--- src/hdl/spc_defines.svh ---
`ifndef SPC_DEFINES_SVH
`define SPC_DEFINES_SVH
// Program store geometry
`define SPC_PROG_DEPTH 16
`define SPC_PC_W 4
// Command buffer geometry and flow thresholds
`define SPC_FIFO_DEPTH 8
`define SPC_FIFO_AW 3
`define SPC_FLOW_HI 4'h6
`define SPC_FLOW_LO 4'h2
// Characters sent on the serial reply
`define SPC_CH_XON 8'h11
`define SPC_CH_XOFF 8'h13
`define SPC_CH_CR 8'h0D
`define SPC_CH_LF 8'h0A
`define SPC_CH_MARK 8'h2A
`define SPC_CH_ZERO 8'h30
`define SPC_CH_LOWA 8'h61
`define SPC_END_TXT 32'h656E643A
`endif

--- src/hdl/spc_pkg.sv ---
package spc_pkg;
    // Decoded command opcodes
    typedef enum logic [4:0] {
        op_nop, op_clear_pin_low_cmd, op_set_pin_high, op_flip_pin_cmd,
        op_fault_pin_output_mode, op_begin_program_capture, op_end_marker,
        op_read_back_program, op_run_program, op_halt_program, op_resume,
        op_mem_query, op_wait_position_reached, op_wait_limit_switch,
        op_wait_speed_reached, op_move, op_velocity, op_homing_sequence_run,
        op_hall_null_search, op_persist_settings
    } spc_op_t;
    // Command as delivered by the line decoder
    typedef struct packed {
        logic addressed;
        logic [7:0] node;
        spc_op_t op;
        logic [15:0] arg;
    } spc_cmd_t;
    // One stored program line, also the motion request
    typedef struct packed {
        spc_op_t op;
        logic [15:0] arg;
    } spc_line_t;
    // Interpreter modes
    typedef enum logic [2:0] {
        st_exec = 3'b001,
        st_capt = 3'b010,
        st_read = 3'b100
    } spc_state_t;
endpackage : spc_pkg

--- src/hdl/spc_ctrl.sv ---
`timescale 1ns/100ps
// Functional notes
// - Pin is digital output only in that mode
// - Entering digital output mode drives pin low
// - Clear command drives pin low
// - Set command drives pin high
// - Toggle command inverts pin level
// - During capture commands are stored, not executed
// - After end marker commands execute again
// - End marker commits program without save
// - Long transfers use Xon/Xoff flow control
// - Argument 1 marks program counter line
// - Run command starts the stored program
// - Saved enable starts program after power-up
// - Halt keeps point; resume continues there
// - Memory query returns free words
// - Host commands still served while running
// - Only addressed node stores the capture
// - Position notify pauses at move until reached
// - Limit notify pauses at homing or move
// - Speed notify pauses at move until reached
// - Hall search pauses until null reached
// - First fulfilled notify continues program
`include "spc_defines.svh"

////////////////////////////////////////////////////////////////////////////////
module spc_fifo #(
    parameter int WIDTH = 30,
    parameter int DEPTH = 8,
    parameter int AW = 3
) (
    // Clock and reset
    input wire logic mclk,
    input wire logic nrst,
    // Filling side
    input wire logic in_valid,
    input wire logic [WIDTH-1:0] in_data,
    output logic in_ready,
    // Draining side
    output logic out_valid,
    output logic [WIDTH-1:0] out_data,
    input wire logic out_ready,
    output logic [AW:0] level
);
    logic [WIDTH-1:0] mem [DEPTH];
    logic [AW-1:0] wr, rd, next_wr, next_rd;
    logic [AW:0] next_level;
    logic push, pop;

    // Pointer and level update; depth must be a power of two
    always_comb
    begin
        push = in_valid && in_ready;
        pop = out_valid && out_ready;
        next_wr = push ? wr + 1'b1 : wr;
        next_rd = pop ? rd + 1'b1 : rd;
        next_level = level + {{AW{1'b0}}, push} - {{AW{1'b0}}, pop};
    end

    always_ff @(posedge mclk or negedge nrst)
    begin
        if (!nrst)
        begin
            wr <= '0;
            rd <= '0;
            level <= '0;
            in_ready <= 1'b0;
            out_valid <= 1'b0;
        end
        else
        begin
            wr <= next_wr;
            rd <= next_rd;
            level <= next_level;
            in_ready <= next_level != (AW+1)'(DEPTH);
            out_valid <= next_level != '0;
        end
    end

    // Storage carries no reset
    always_ff @(posedge mclk)
    begin
        if (push)
            mem[wr] <= in_data;
    end

    assign out_data = mem[rd];
endmodule : spc_fifo

////////////////////////////////////////////////////////////////////////////////
module spc_ctrl (
    // Clock and reset
    input wire logic mclk,
    input wire logic nrst,
    // Command stream from line decoder
    input wire logic cmd_valid,
    input wire spc_pkg::spc_cmd_t cmd,
    output logic cmd_ready,
    // Node identity and saved start flag
    input wire logic [7:0] node_id,
    input wire logic autorun_saved,
    // Motion requests and notify conditions
    output logic motion_valid,
    output spc_pkg::spc_line_t motion,
    input wire logic pos_reached,
    input wire logic limit_passed,
    input wire logic speed_reached,
    input wire logic hall_null,
    // Fault pin
    input wire logic err_level,
    output logic fault_pin,
    // Serial reply bytes
    output logic tx_valid,
    output logic [7:0] tx_byte,
    input wire logic tx_ready,
    input wire logic host_paused,
    // Status and nonvolatile requests
    output logic mem_free_valid,
    output logic [4:0] mem_free,
    output logic nv_commit,
    output logic nv_save,
    output logic nv_run_enable,
    output logic prog_running,
    output logic prog_waiting
);
    import spc_pkg::*;

    spc_line_t prog [`SPC_PROG_DEPTH];
    spc_state_t st, next_st;
    spc_cmd_t hc;
    spc_line_t cur, next_motion;
    spc_op_t op;
    logic [15:0] arg;
    logic [4:0] pc, next_pc, len, next_len, cap, next_cap, rd_line, next_rd_line;
    logic [4:0] next_mem_free;
    logic [5:0] lenb;
    logic [3:0] wmask, next_wmask, events;
    logic [2:0] arm, next_arm, tail, next_tail;
    logic [1:0] ph, next_ph;
    logic [7:0] next_tx_byte;
    logic [`SPC_FIFO_AW:0] f_level;
    logic f_valid, f_ready, host_go, for_me, step, go, prg, wr_en;
    logic next_running, dig_mode, next_dig_mode, dout, next_dout, mark, next_mark;
    logic xoff_sent, next_xoff_sent, boot, next_boot, next_tx_valid, next_fault_pin;
    logic next_motion_valid, next_mem_free_valid, next_nv_commit, next_nv_save;
    logic next_nv_run_enable, next_prog_waiting;

    spc_fifo #(.WIDTH($bits(spc_cmd_t)), .DEPTH(`SPC_FIFO_DEPTH), .AW(`SPC_FIFO_AW)) u_buf (
        .mclk(mclk),
        .nrst(nrst),
        .in_valid(cmd_valid),
        .in_data(cmd),
        .in_ready(cmd_ready),
        .out_valid(f_valid),
        .out_data(hc),
        .out_ready(f_ready),
        .level(f_level)
    );

    // Closing line characters: "end:", two length digits, CR, LF
    function automatic logic [7:0] tail_char(input logic [2:0] i, input logic [5:0] n);
        logic [5:0] q;
        q = 6'(n / 6'h0A);
        unique case (i)
            3'h4: tail_char = `SPC_CH_ZERO + {2'h0, q};
            3'h5: tail_char = `SPC_CH_ZERO + {2'h0, 6'(n % 6'h0A)};
            3'h6: tail_char = `SPC_CH_CR;
            3'h7: tail_char = `SPC_CH_LF;
            default: tail_char = 8'(`SPC_END_TXT >> (8 * (3 - i)));
        endcase
    endfunction : tail_char

    ////////////////////////////////////////////////////////////////////////////
    // Next-state logic for the whole interpreter
    always_comb
    begin
        next_st = st;
        {next_pc, next_len, next_cap, next_rd_line} = {pc, len, cap, rd_line};
        {next_wmask, next_arm, next_tail, next_ph, next_mark} = {wmask, arm, tail, ph, mark};
        {next_running, next_dig_mode, next_dout} = {prog_running, dig_mode, dout};
        {next_xoff_sent, next_boot, next_mem_free} = {xoff_sent, 1'b1, mem_free};
        next_tx_valid = tx_valid && !tx_ready;
        next_tx_byte = tx_byte;
        next_motion = motion;
        {next_motion_valid, next_mem_free_valid, next_nv_commit, next_nv_save} = 4'h0;
        next_nv_run_enable = nv_run_enable;
        events = {pos_reached, limit_passed, speed_reached, hall_null};
        cur = prog[pc[3:0]];
        lenb = {len, 1'b0} + {5'h0, mark && pc < len};
        for_me = !hc.addressed || hc.node == node_id;
        f_ready = st != st_read;
        host_go = f_valid && f_ready && for_me;
        // Host commands win a cycle over the program
        step = prog_running && wmask == 4'h0 && !host_go && st == st_exec;
        go = 1'b0;
        prg = 1'b0;
        wr_en = 1'b0;
        op = op_nop;
        arg = 16'h0;
        // Saved enable starts the program once
        if (!boot)
        begin
            next_running = autorun_saved && len != 5'h0;
            next_pc = 5'h0;
        end
        // Any armed condition met releases the wait
        if ((wmask & events) != 4'h0)
            next_wmask = 4'h0;
        // Capture stores lines without executing them
        if (host_go && st == st_capt)
        begin
            if (hc.op == op_end_marker)
            begin
                next_st = st_exec;
                next_len = cap;
                // Commit happens without a save command
                next_nv_commit = 1'b1;
            end
            else if (cap < 5'(`SPC_PROG_DEPTH))
            begin
                wr_en = 1'b1;
                next_cap = cap + 5'h1;
            end
        end
        else if (host_go && st == st_exec)
        begin
            go = 1'b1;
            op = hc.op;
            arg = hc.arg;
        end
        else if (step)
        begin
            go = 1'b1;
            prg = 1'b1;
            op = cur.op;
            arg = cur.arg;
            next_pc = pc + 5'h1;
            next_running = pc + 5'h1 < len;
        end
        if (go)
        begin
            unique case (op)
                op_clear_pin_low_cmd: next_dout = dig_mode ? 1'b0 : dout;
                op_set_pin_high: next_dout = dig_mode ? 1'b1 : dout;
                op_flip_pin_cmd: next_dout = dig_mode ? !dout : dout;
                op_fault_pin_output_mode:
                begin
                    next_dig_mode = arg[0];
                    next_dout = 1'b0;
                end
                op_begin_program_capture:
                begin
                    next_st = st_capt;
                    next_cap = 5'h0;
                    next_running = 1'b0;
                    next_wmask = 4'h0;
                end
                op_read_back_program:
                begin
                    next_st = st_read;
                    next_rd_line = 5'h0;
                    next_ph = 2'h0;
                    next_tail = 3'h0;
                    next_mark = arg[0];
                end
                op_run_program:
                begin
                    next_running = len != 5'h0;
                    next_pc = 5'h0;
                    next_wmask = 4'h0;
                end
                op_halt_program:
                begin
                    next_running = 1'b0;
                    next_wmask = 4'h0;
                end
                op_resume: next_running = pc < len;
                op_mem_query:
                begin
                    next_mem_free = 5'(`SPC_PROG_DEPTH) - len;
                    next_mem_free_valid = 1'b1;
                end
                op_persist_settings:
                begin
                    next_nv_save = 1'b1;
                    next_nv_run_enable = prog_running;
                end
                op_wait_position_reached: next_arm[2] = arm[2] || prg;
                op_wait_limit_switch: next_arm[1] = arm[1] || prg;
                op_wait_speed_reached: next_arm[0] = arm[0] || prg;
                op_move, op_velocity, op_homing_sequence_run, op_hall_null_search:
                begin
                    next_motion_valid = 1'b1;
                    next_motion = '{op: op, arg: arg};
                    if (prg)
                    begin
                        next_arm = 3'h0;
                        if (op == op_move || op == op_velocity)
                            next_wmask = {arm, 1'b0};
                        else if (op == op_homing_sequence_run)
                            next_wmask = {1'b0, arm[1], 2'h0};
                        else
                            next_wmask = 4'h1;
                    end
                end
                default:
                begin
                end
            endcase
        end
        // Flow characters take priority on the reply
        if (!next_tx_valid)
        begin
            if (f_level >= `SPC_FLOW_HI && !xoff_sent)
            begin
                {next_tx_valid, next_tx_byte, next_xoff_sent} = {1'b1, `SPC_CH_XOFF, 1'b1};
            end
            else if (f_level <= `SPC_FLOW_LO && xoff_sent)
            begin
                {next_tx_valid, next_tx_byte, next_xoff_sent} = {1'b1, `SPC_CH_XON, 1'b0};
            end
            else if (st == st_read && !host_paused)
            begin
                unique case (ph)
                    2'h0:
                    begin
                        next_ph = rd_line == len ? 2'h3 : 2'h1;
                        if (rd_line != len && mark && rd_line == pc)
                            {next_tx_valid, next_tx_byte} = {1'b1, `SPC_CH_MARK};
                    end
                    2'h1:
                    begin
                        next_tx_byte = `SPC_CH_LOWA + {3'h0, prog[rd_line[3:0]].op};
                        next_tx_valid = 1'b1;
                        next_ph = 2'h2;
                    end
                    2'h2:
                    begin
                        {next_tx_valid, next_tx_byte} = {1'b1, `SPC_CH_CR};
                        next_rd_line = rd_line + 5'h1;
                        next_ph = 2'h0;
                    end
                    2'h3:
                    begin
                        {next_tx_valid, next_tx_byte} = {1'b1, tail_char(tail, lenb)};
                        next_tail = tail + 3'h1;
                        if (tail == 3'h7)
                            next_st = st_exec;
                    end
                endcase
            end
        end
        // Pin follows the error level outside digital mode
        next_fault_pin = next_dig_mode ? next_dout : err_level;
        next_prog_waiting = next_wmask != 4'h0;
    end

    // Register stage; outputs other than cmd_ready come straight from here
    always_ff @(posedge mclk or negedge nrst)
    begin
        if (!nrst)
        begin
            st <= st_exec;
            {pc, cap, rd_line, wmask, arm, tail, ph, mark} <= 28'h0;
            {prog_running, dig_mode, dout, xoff_sent, boot, fault_pin} <= 6'h0;
            {tx_valid, tx_byte, motion_valid} <= 10'h0;
            motion <= '0;
            {mem_free_valid, mem_free, nv_commit, nv_save, nv_run_enable} <= 9'h0;
            prog_waiting <= 1'b0;
        end
        else
        begin
            st <= next_st;
            {pc, cap, rd_line, wmask} <= {next_pc, next_cap, next_rd_line, next_wmask};
            {arm, tail, ph, mark} <= {next_arm, next_tail, next_ph, next_mark};
            {prog_running, dig_mode, dout} <= {next_running, next_dig_mode, next_dout};
            {xoff_sent, boot, fault_pin} <= {next_xoff_sent, next_boot, next_fault_pin};
            {tx_valid, tx_byte, motion_valid, motion} <=
                {next_tx_valid, next_tx_byte, next_motion_valid, next_motion};
            {mem_free_valid, mem_free} <= {next_mem_free_valid, next_mem_free};
            {nv_commit, nv_save} <= {next_nv_commit, next_nv_save};
            nv_run_enable <= next_nv_run_enable;
            prog_waiting <= next_prog_waiting;
        end
    end

    // Program store and length survive nrst, standing in for flash
    always_ff @(posedge mclk)
    begin
        len <= next_len;
        if (wr_en)
            prog[cap[3:0]] <= '{op: hc.op, arg: hc.arg};
    end
endmodule : spc_ctrl

--- config.mk ---
export PLATFORM = sky130hd
export DESIGN_NAME = spc_ctrl
export DESIGN_NICKNAME = d
export VERILOG_FILES = /design/src/hdl/spc_pkg.sv /design/src/hdl/spc_ctrl.sv
export VERILOG_INCLUDE_DIRS = /design/src /design/src/hdl
export SDC_FILE = /design/constraint.sdc
export NUM_CORES = 1
export LEC_CHECK = 0
export BUFFER_PORTS_ARGS = -buffer_cell sky130_fd_sc_hd__buf_2
export CAP_MARGIN = 20
export CORE_ASPECT_RATIO = 1.25
export CORE_MARGIN = 2
export CORE_UTILIZATION = 60
export DETAILED_ROUTE_END_ITERATION = 10
export GPL_TIMING_DRIVEN = 0
export PLACE_DENSITY_LB_ADDON = 0.15
export SYNTH_ARGS = -nofsm -noshare
export SYNTH_HDL_FRONTEND = slang
export SYNTH_HIERARCHICAL = 1
export SYNTH_SLANG_ARGS = --single-unit
--- constraint.sdc ---
create_clock -name mclk -period 10.9 [get_ports mclk]
set_input_delay 0.545 -clock mclk [delete_from_list [all_inputs] [get_ports mclk]]
set_output_delay 0.545 -clock mclk [all_outputs]
set_load 0.02 [all_outputs]
## Word level (Yosys, flattened, before mapping)

Memories as Yosys holds them, arrays and structs flattened.
Cells that the tools add are included.

| operators by class | value |
|---|---|
| add/subtract/negate cells | 14 |
| multiply operators | 0 |
| divide/modulo/power cells | 2 |
| magnitude comparators | 5 |
| eq/ne operators | 37 |
| shift operators | 1 |
| mux-type cells | 107 |
| bitwise logic cells | 2 |
| reductions and logical operators | 52 |

Operators by type and width:

| cell | count |
|---|---|
| $mux W5 | 21 |
| $pmux W8 S4 | 2 |
| $mux W3 | 18 |
| $mux W16 | 3 |
| $eq A5 B4 Y1 const B | 8 |
| $mux W1 | 39 |
| $mux W8 | 4 |
| $shr A31 B32 Y8 const A | 1 |
| $eq A5 B3 Y1 const B | 4 |
| $eq A5 B5 Y1 const B | 4 |
| $logic_and A1 B1 Y1 | 16 |
| $mux W4 | 4 |
| $add A5 B1 Y5 const B | 3 |
| $eq A3 B3 Y1 const B | 5 |
| $add A6 B6 Y7 const A | 2 |
| $mux W2 | 7 |
| $reduce_and A2 Y1 | 6 |
| $reduce_and A3 Y1 | 4 |
| $reduce_bool A4 Y1 | 3 |
| $eq A5 B2 Y1 const B | 2 |
| $eq A5 B5 Y1 | 2 |
| $lt A5 B5 Y1 | 2 |
| $add A3 B1 Y3 const B | 3 |
| $add A7 B5 Y8 const A | 1 |
| other kinds (38) | 56 |

| word-level totals | value |
|---|---|
| register bits | 95 |
| bits in latches | 0 |
| RAM bits | 576 |
| ROM bits | 0 |
| output and inout port bits | 44 |
| word-level logic and storage cells | 256 |
| memories kept | 2 |

Memory list:

| name | words | width | rd ports | clocked after memory_dff | wr ports | RTL line | RTL |
|---|---|---|---|---|---|---|---|
| prog | 16 | 21 | 2 | 0 | 1 | spc_ctrl.sv:128 | `` spc_line_t prog [`SPC_PROG_DEPTH]; `` |
| u_buf.mem | 8 | 30 | 1 | 0 | 1 | spc_ctrl.sv:45 | `logic [WIDTH-1:0] mem [DEPTH];` |

## Logic depth before layout (Yosys ltp)

An unclocked memory read counts as a cell.

| logic depth | value |
|---|---|
| depth after elaboration | 19 |
| gate-level depth with buffers | 16 |

## By module

The synthesis kept the hierarchy.

By module, submodules not included:

| module | instances | cells an instance | area each (µm²) | seq. area each (µm²) |
|---|---|---|---|---|
| spc_ctrl | 1 | 1094 | 18475.2 | 12192.9 |
| spc_fifo | 1 | 403 | 9850.7 | 7507.2 |

## Worst setup path after synthesis

Ideal clock, no wire load.

| timing | value |
|---|---|
| path type | register to register |
| start point | reg u_buf.rd[0] |
| end point | mem prog[3][0] (netlist bit) (enable) |
| data arrival time | 4610 ps |
| data required time | 10475 ps |
| setup slack | 5865 ps |
| cell stages (with the launch flop) | 13 |
| path buffers | 2 |
| period minus slack after synthesis | 5035 ps |
| cell sequence | dfrtp_1 -> buf_6 -> buf_6 -> mux4_1 -> mux2_2 -> xnor2_1 -> nand4_1 -> o21a_1 -> nor2_1 -> nand3_1 -> nor3_1 -> nand2_1 -> nor3_1 |

RTL lines:

| what | RTL line | RTL |
|---|---|---|
| from (decl) | spc_ctrl.sv:46 | `logic [AW-1:0] wr, rd, next_wr, next_rd;` |
| from (signal assigned) | spc_ctrl.sv:73 | `rd <= next_rd;` |
| to (decl) | spc_ctrl.sv:128 |  |

==> reports/metrics.cfg <==
[layout]
antenna-diode-count = 0
regArea_sq_um = 19700
synthToLayoutAreaGrowth_pct = 14.0
drive_gt1_frac = 0.249
fillerInstances = 3009
layout.cells.most_common = sky130_fd_sc_hd__edfxtp_1
commonest_cells_after_routing_fill_and_taps_aside = sky130_fd_sc_hd__edfxtp_1, sky130_fd_sc_hd__mux4_2, sky130_fd_sc_hd__buf_2, sky130_fd_sc_hd__dfrtp_1, sky130_fd_sc_hd__mux4_1
multi_input_comb_area_sq_um = 8240
nNetsFinal = 1776
layoutNonFillerInstCount = 2382

[detailed_routing]
routed_via_density = 6.31
routed-via-count = 15025
wl_mm = 62.3
post-route-drc-count = 0
ant_nets = 0
wl_per_cell_um = 26.2
firstDrtPassIters = 5
drt_iter0_markers = 1319

[synth]
synth_largest_area_cell = sky130_fd_sc_hd__edfxtp_1
synth_area_leaders = sky130_fd_sc_hd__edfxtp_1, sky130_fd_sc_hd__mux4_2, sky130_fd_sc_hd__dfrtp_1
synth_cells = 1497
post_synth.cell_area_avg_sq_um = 18.9
synthDistinctLibCells = 75
ys_seq_area_frac = 0.695
post_synth_instance_area_sq_um = 28300
share_of_async_settable_or_async_resettable_flops_after_synthesis = 0.134
synth_enable_flop_cells = 581
ys_ff_latch = 671
ys_warnings = 6
synth-main-ff-cell = sky130_fd_sc_hd__edfxtp_1
netlist.area_leader.share = 0.616

[floorplan]
die_y_um = 247
die_width_um = 198
initial_core_utilization = 0.604
core_region_area_sq_um = 46900
placement_rows = 89
io_pins = 93
die-area_sq_um = 49000

[hold_path]
number_of_cells_traversed_by_the_worst_hold_path = 2
hold_path_class = in2reg

[sta]
finalClockSkew_ns = 0.0169
worstMarginPinSlew_ns = 1.11
relSlewSlack = 0.260
final.min_clock_period_ns = 5.54
setup_violations = 0
timing.fmax_ghz = 0.180
report.final.hold_viol_count = 0
grt_setup_unrepaired = no
setup-tns-final_ns = 0
max_slew_vio_count = 0
period_share = 0.509

[place]
detailed_place_hpwl_mm = 41.6
buffer_ports.inserted = 92
placed_cells_incl_taps = 2261
gpl.final_weighted_congestion = 0.880

[setup_path]
startpoint_type = register
setup_crit_end_kind = register
timing.reg2reg.worst_path_depth = 13
path_max_fanout = 12
timing.critical_path.arrival_ns = 5.85
critPathKind = reg2reg
crit_required_ns = 11.21

[clock_tree]
cts-buffers-inserted = 66
tritoncts = built
tritoncts_num_sinks = 671
cts.root.buffer_cell = sky130_fd_sc_hd__clkbuf_16
clockBufferDepth = 3
ctsResizeCount = 0
postCtsSetupBuffers = 0
htreeDepth = 3
clkLatencyLatePin_ns = 0.61
cts.clk_slew.worst_paths_ns = 0.06
post_cts_hold_buffer_count = 1

[grt]
first_pass_grt_wire_length_mm = 93.6
grt_use_total = 0.265
globalRoute.totalOverflow = 0
grt_start_max_net_pins = 52
grt_antenna_before_repair = 2
first_global_vias = 15422

[run]
maxCapViolCount = 0

[status]
outcome = finished clean

[power_and_ir_drop]
power-per-cell-area_nw_per_um2 = 211
leakagePower_uw = 0.0111
fin_total_pwr_uw = 6810
max-vdd-ir-drop_mv = 0.183

[path summary, 6_finish.rpt]
| check | from | to | slack [ns] |
|---|---|---|---|
| worst max register to register | u_buf/rd[1]$_DFFE_PN0P_ | prog[7][6]$_DFFE_PP_ | 5.36 |
| worst max-delay path | u_buf/rd[1]$_DFFE_PN0P_ | prog[7][6]$_DFFE_PP_ | 5.36 |
| min in group asynchronous | nrst | tx_byte[1]$_DFFE_PN0P_ | 0.49 |
| worst min-delay path | err_level | fault_pin$_DFF_PN0_ | 0.20 |
| max in group asynchronous | nrst | st[0]$_DFF_PN1_ | 9.70 |
| worst min register to register | cap[3]$_DFF_PN0_ | len[3]$_DFFE_PP_ | 0.46 |
[through the flow]
stage	util	instance area, sq um	hold slack (ns)	setup slack, ns
floorplan	-	28300	0.249	5.86
global placement	0.631	29600	0.433	3.28
detailed placement	0.644	30200	0.443	5.32
CTS	0.689	32300	0.168	5.30
global route	0.689	32300	0.189	5.11
finish	0.689	32300	0.199	5.36
[synth_stat cells, drive strengths merged (5+ instances only)]
master,count
ha,33
o22ai,11
xnor2,25
nor4,5
nand2b,11
edfxtp,581
o21ai,39
a21boi,6
mux2i,15
nand4,9
and2,7
nand2,57
mux2,39
inv,29
nand3,26
mux4,185
a31oi,8
a21o,5
nor3,17
nor2,71
buf,42
and3,6
a21oi,44
dfrtp,89
o211ai,7
xor2,13
clkbuf,35
a22oi,18
o31ai,10
[where the power goes]
part | switching, uW | leakage [uW] | total (uW) | internal [uW]
clock network | 947 | 0.00101 | 2190 | 1240
logic | 828 | 0.00362 | 1280 | 455
registers | 54.1 | 0.00642 | 3340 | 3290
[flip-flops by register name, indices dropped and copies added, names as in the netlist, 5 cells and up]
| signal | flops |
|---|---|
| motion | 21 |
| mem_free | 5 |
| prog | 336 |
| len | 5 |
| u_buf/mem | 240 |
| pc | 5 |
| cap | 5 |
| rd_line | 5 |
| tx_byte | 8 |
[critical path: stages (launching register included)]
cell,delay [ns]
sky130_fd_sc_hd__dfrtp_1,0.35
sky130_fd_sc_hd__clkbuf_1,0.33
sky130_fd_sc_hd__clkbuf_1,0.59
sky130_fd_sc_hd__mux4_1,0.39
sky130_fd_sc_hd__mux2_2,0.28
sky130_fd_sc_hd__xnor2_1,0.21
sky130_fd_sc_hd__nand4_1,0.24
sky130_fd_sc_hd__o21a_1,0.30
sky130_fd_sc_hd__nor2_1,0.40
sky130_fd_sc_hd__nand3_1,0.18
sky130_fd_sc_hd__nor3_1,0.62
sky130_fd_sc_hd__nand2_1,0.42
sky130_fd_sc_hd__nor2_2,0.69
sky130_fd_sc_hd__buf_16,0.23
[area by class of cell]
type | count | share of cell area
inverters | 29 | 0.00337
clock buffers | 87 | 0.0555
flip-flops and latches | 671 | 0.610
plain buffers | 77 | 0.0131
multi-input cells | 721 | 0.255
repair buffers | 127 | 0.0294
well taps | 637 | 0.0247
clock inverters | 33 | 0.00857
[layer usage]
layer  track usage  part of all wire  wire length [um]  vias up
met4        0.0971             0.030              1840        4
li1              -                 -                 -     6546
met5             0           0.00039                24        -
met2         0.458              0.52             32600      577
met1         0.339              0.39             24100     7771
met3        0.0456             0.060              3740      127
[cell families (layout without fill, tap and decap cells)]
kind of cell    count (synthesis)  count (layout)  synth area share
compound gates                176             176            0.0408
xor+xnor                       38              38            0.0117
fa+ha+maj                      34              34            0.0153
buf+inv                       106             353            0.0188
flops                         671             671             0.695
mux                           239             239             0.178
other cells                     1               2          0.000132
simple gates                  232             232            0.0397
Note: power is estimated with default switching activity, not from simulation.
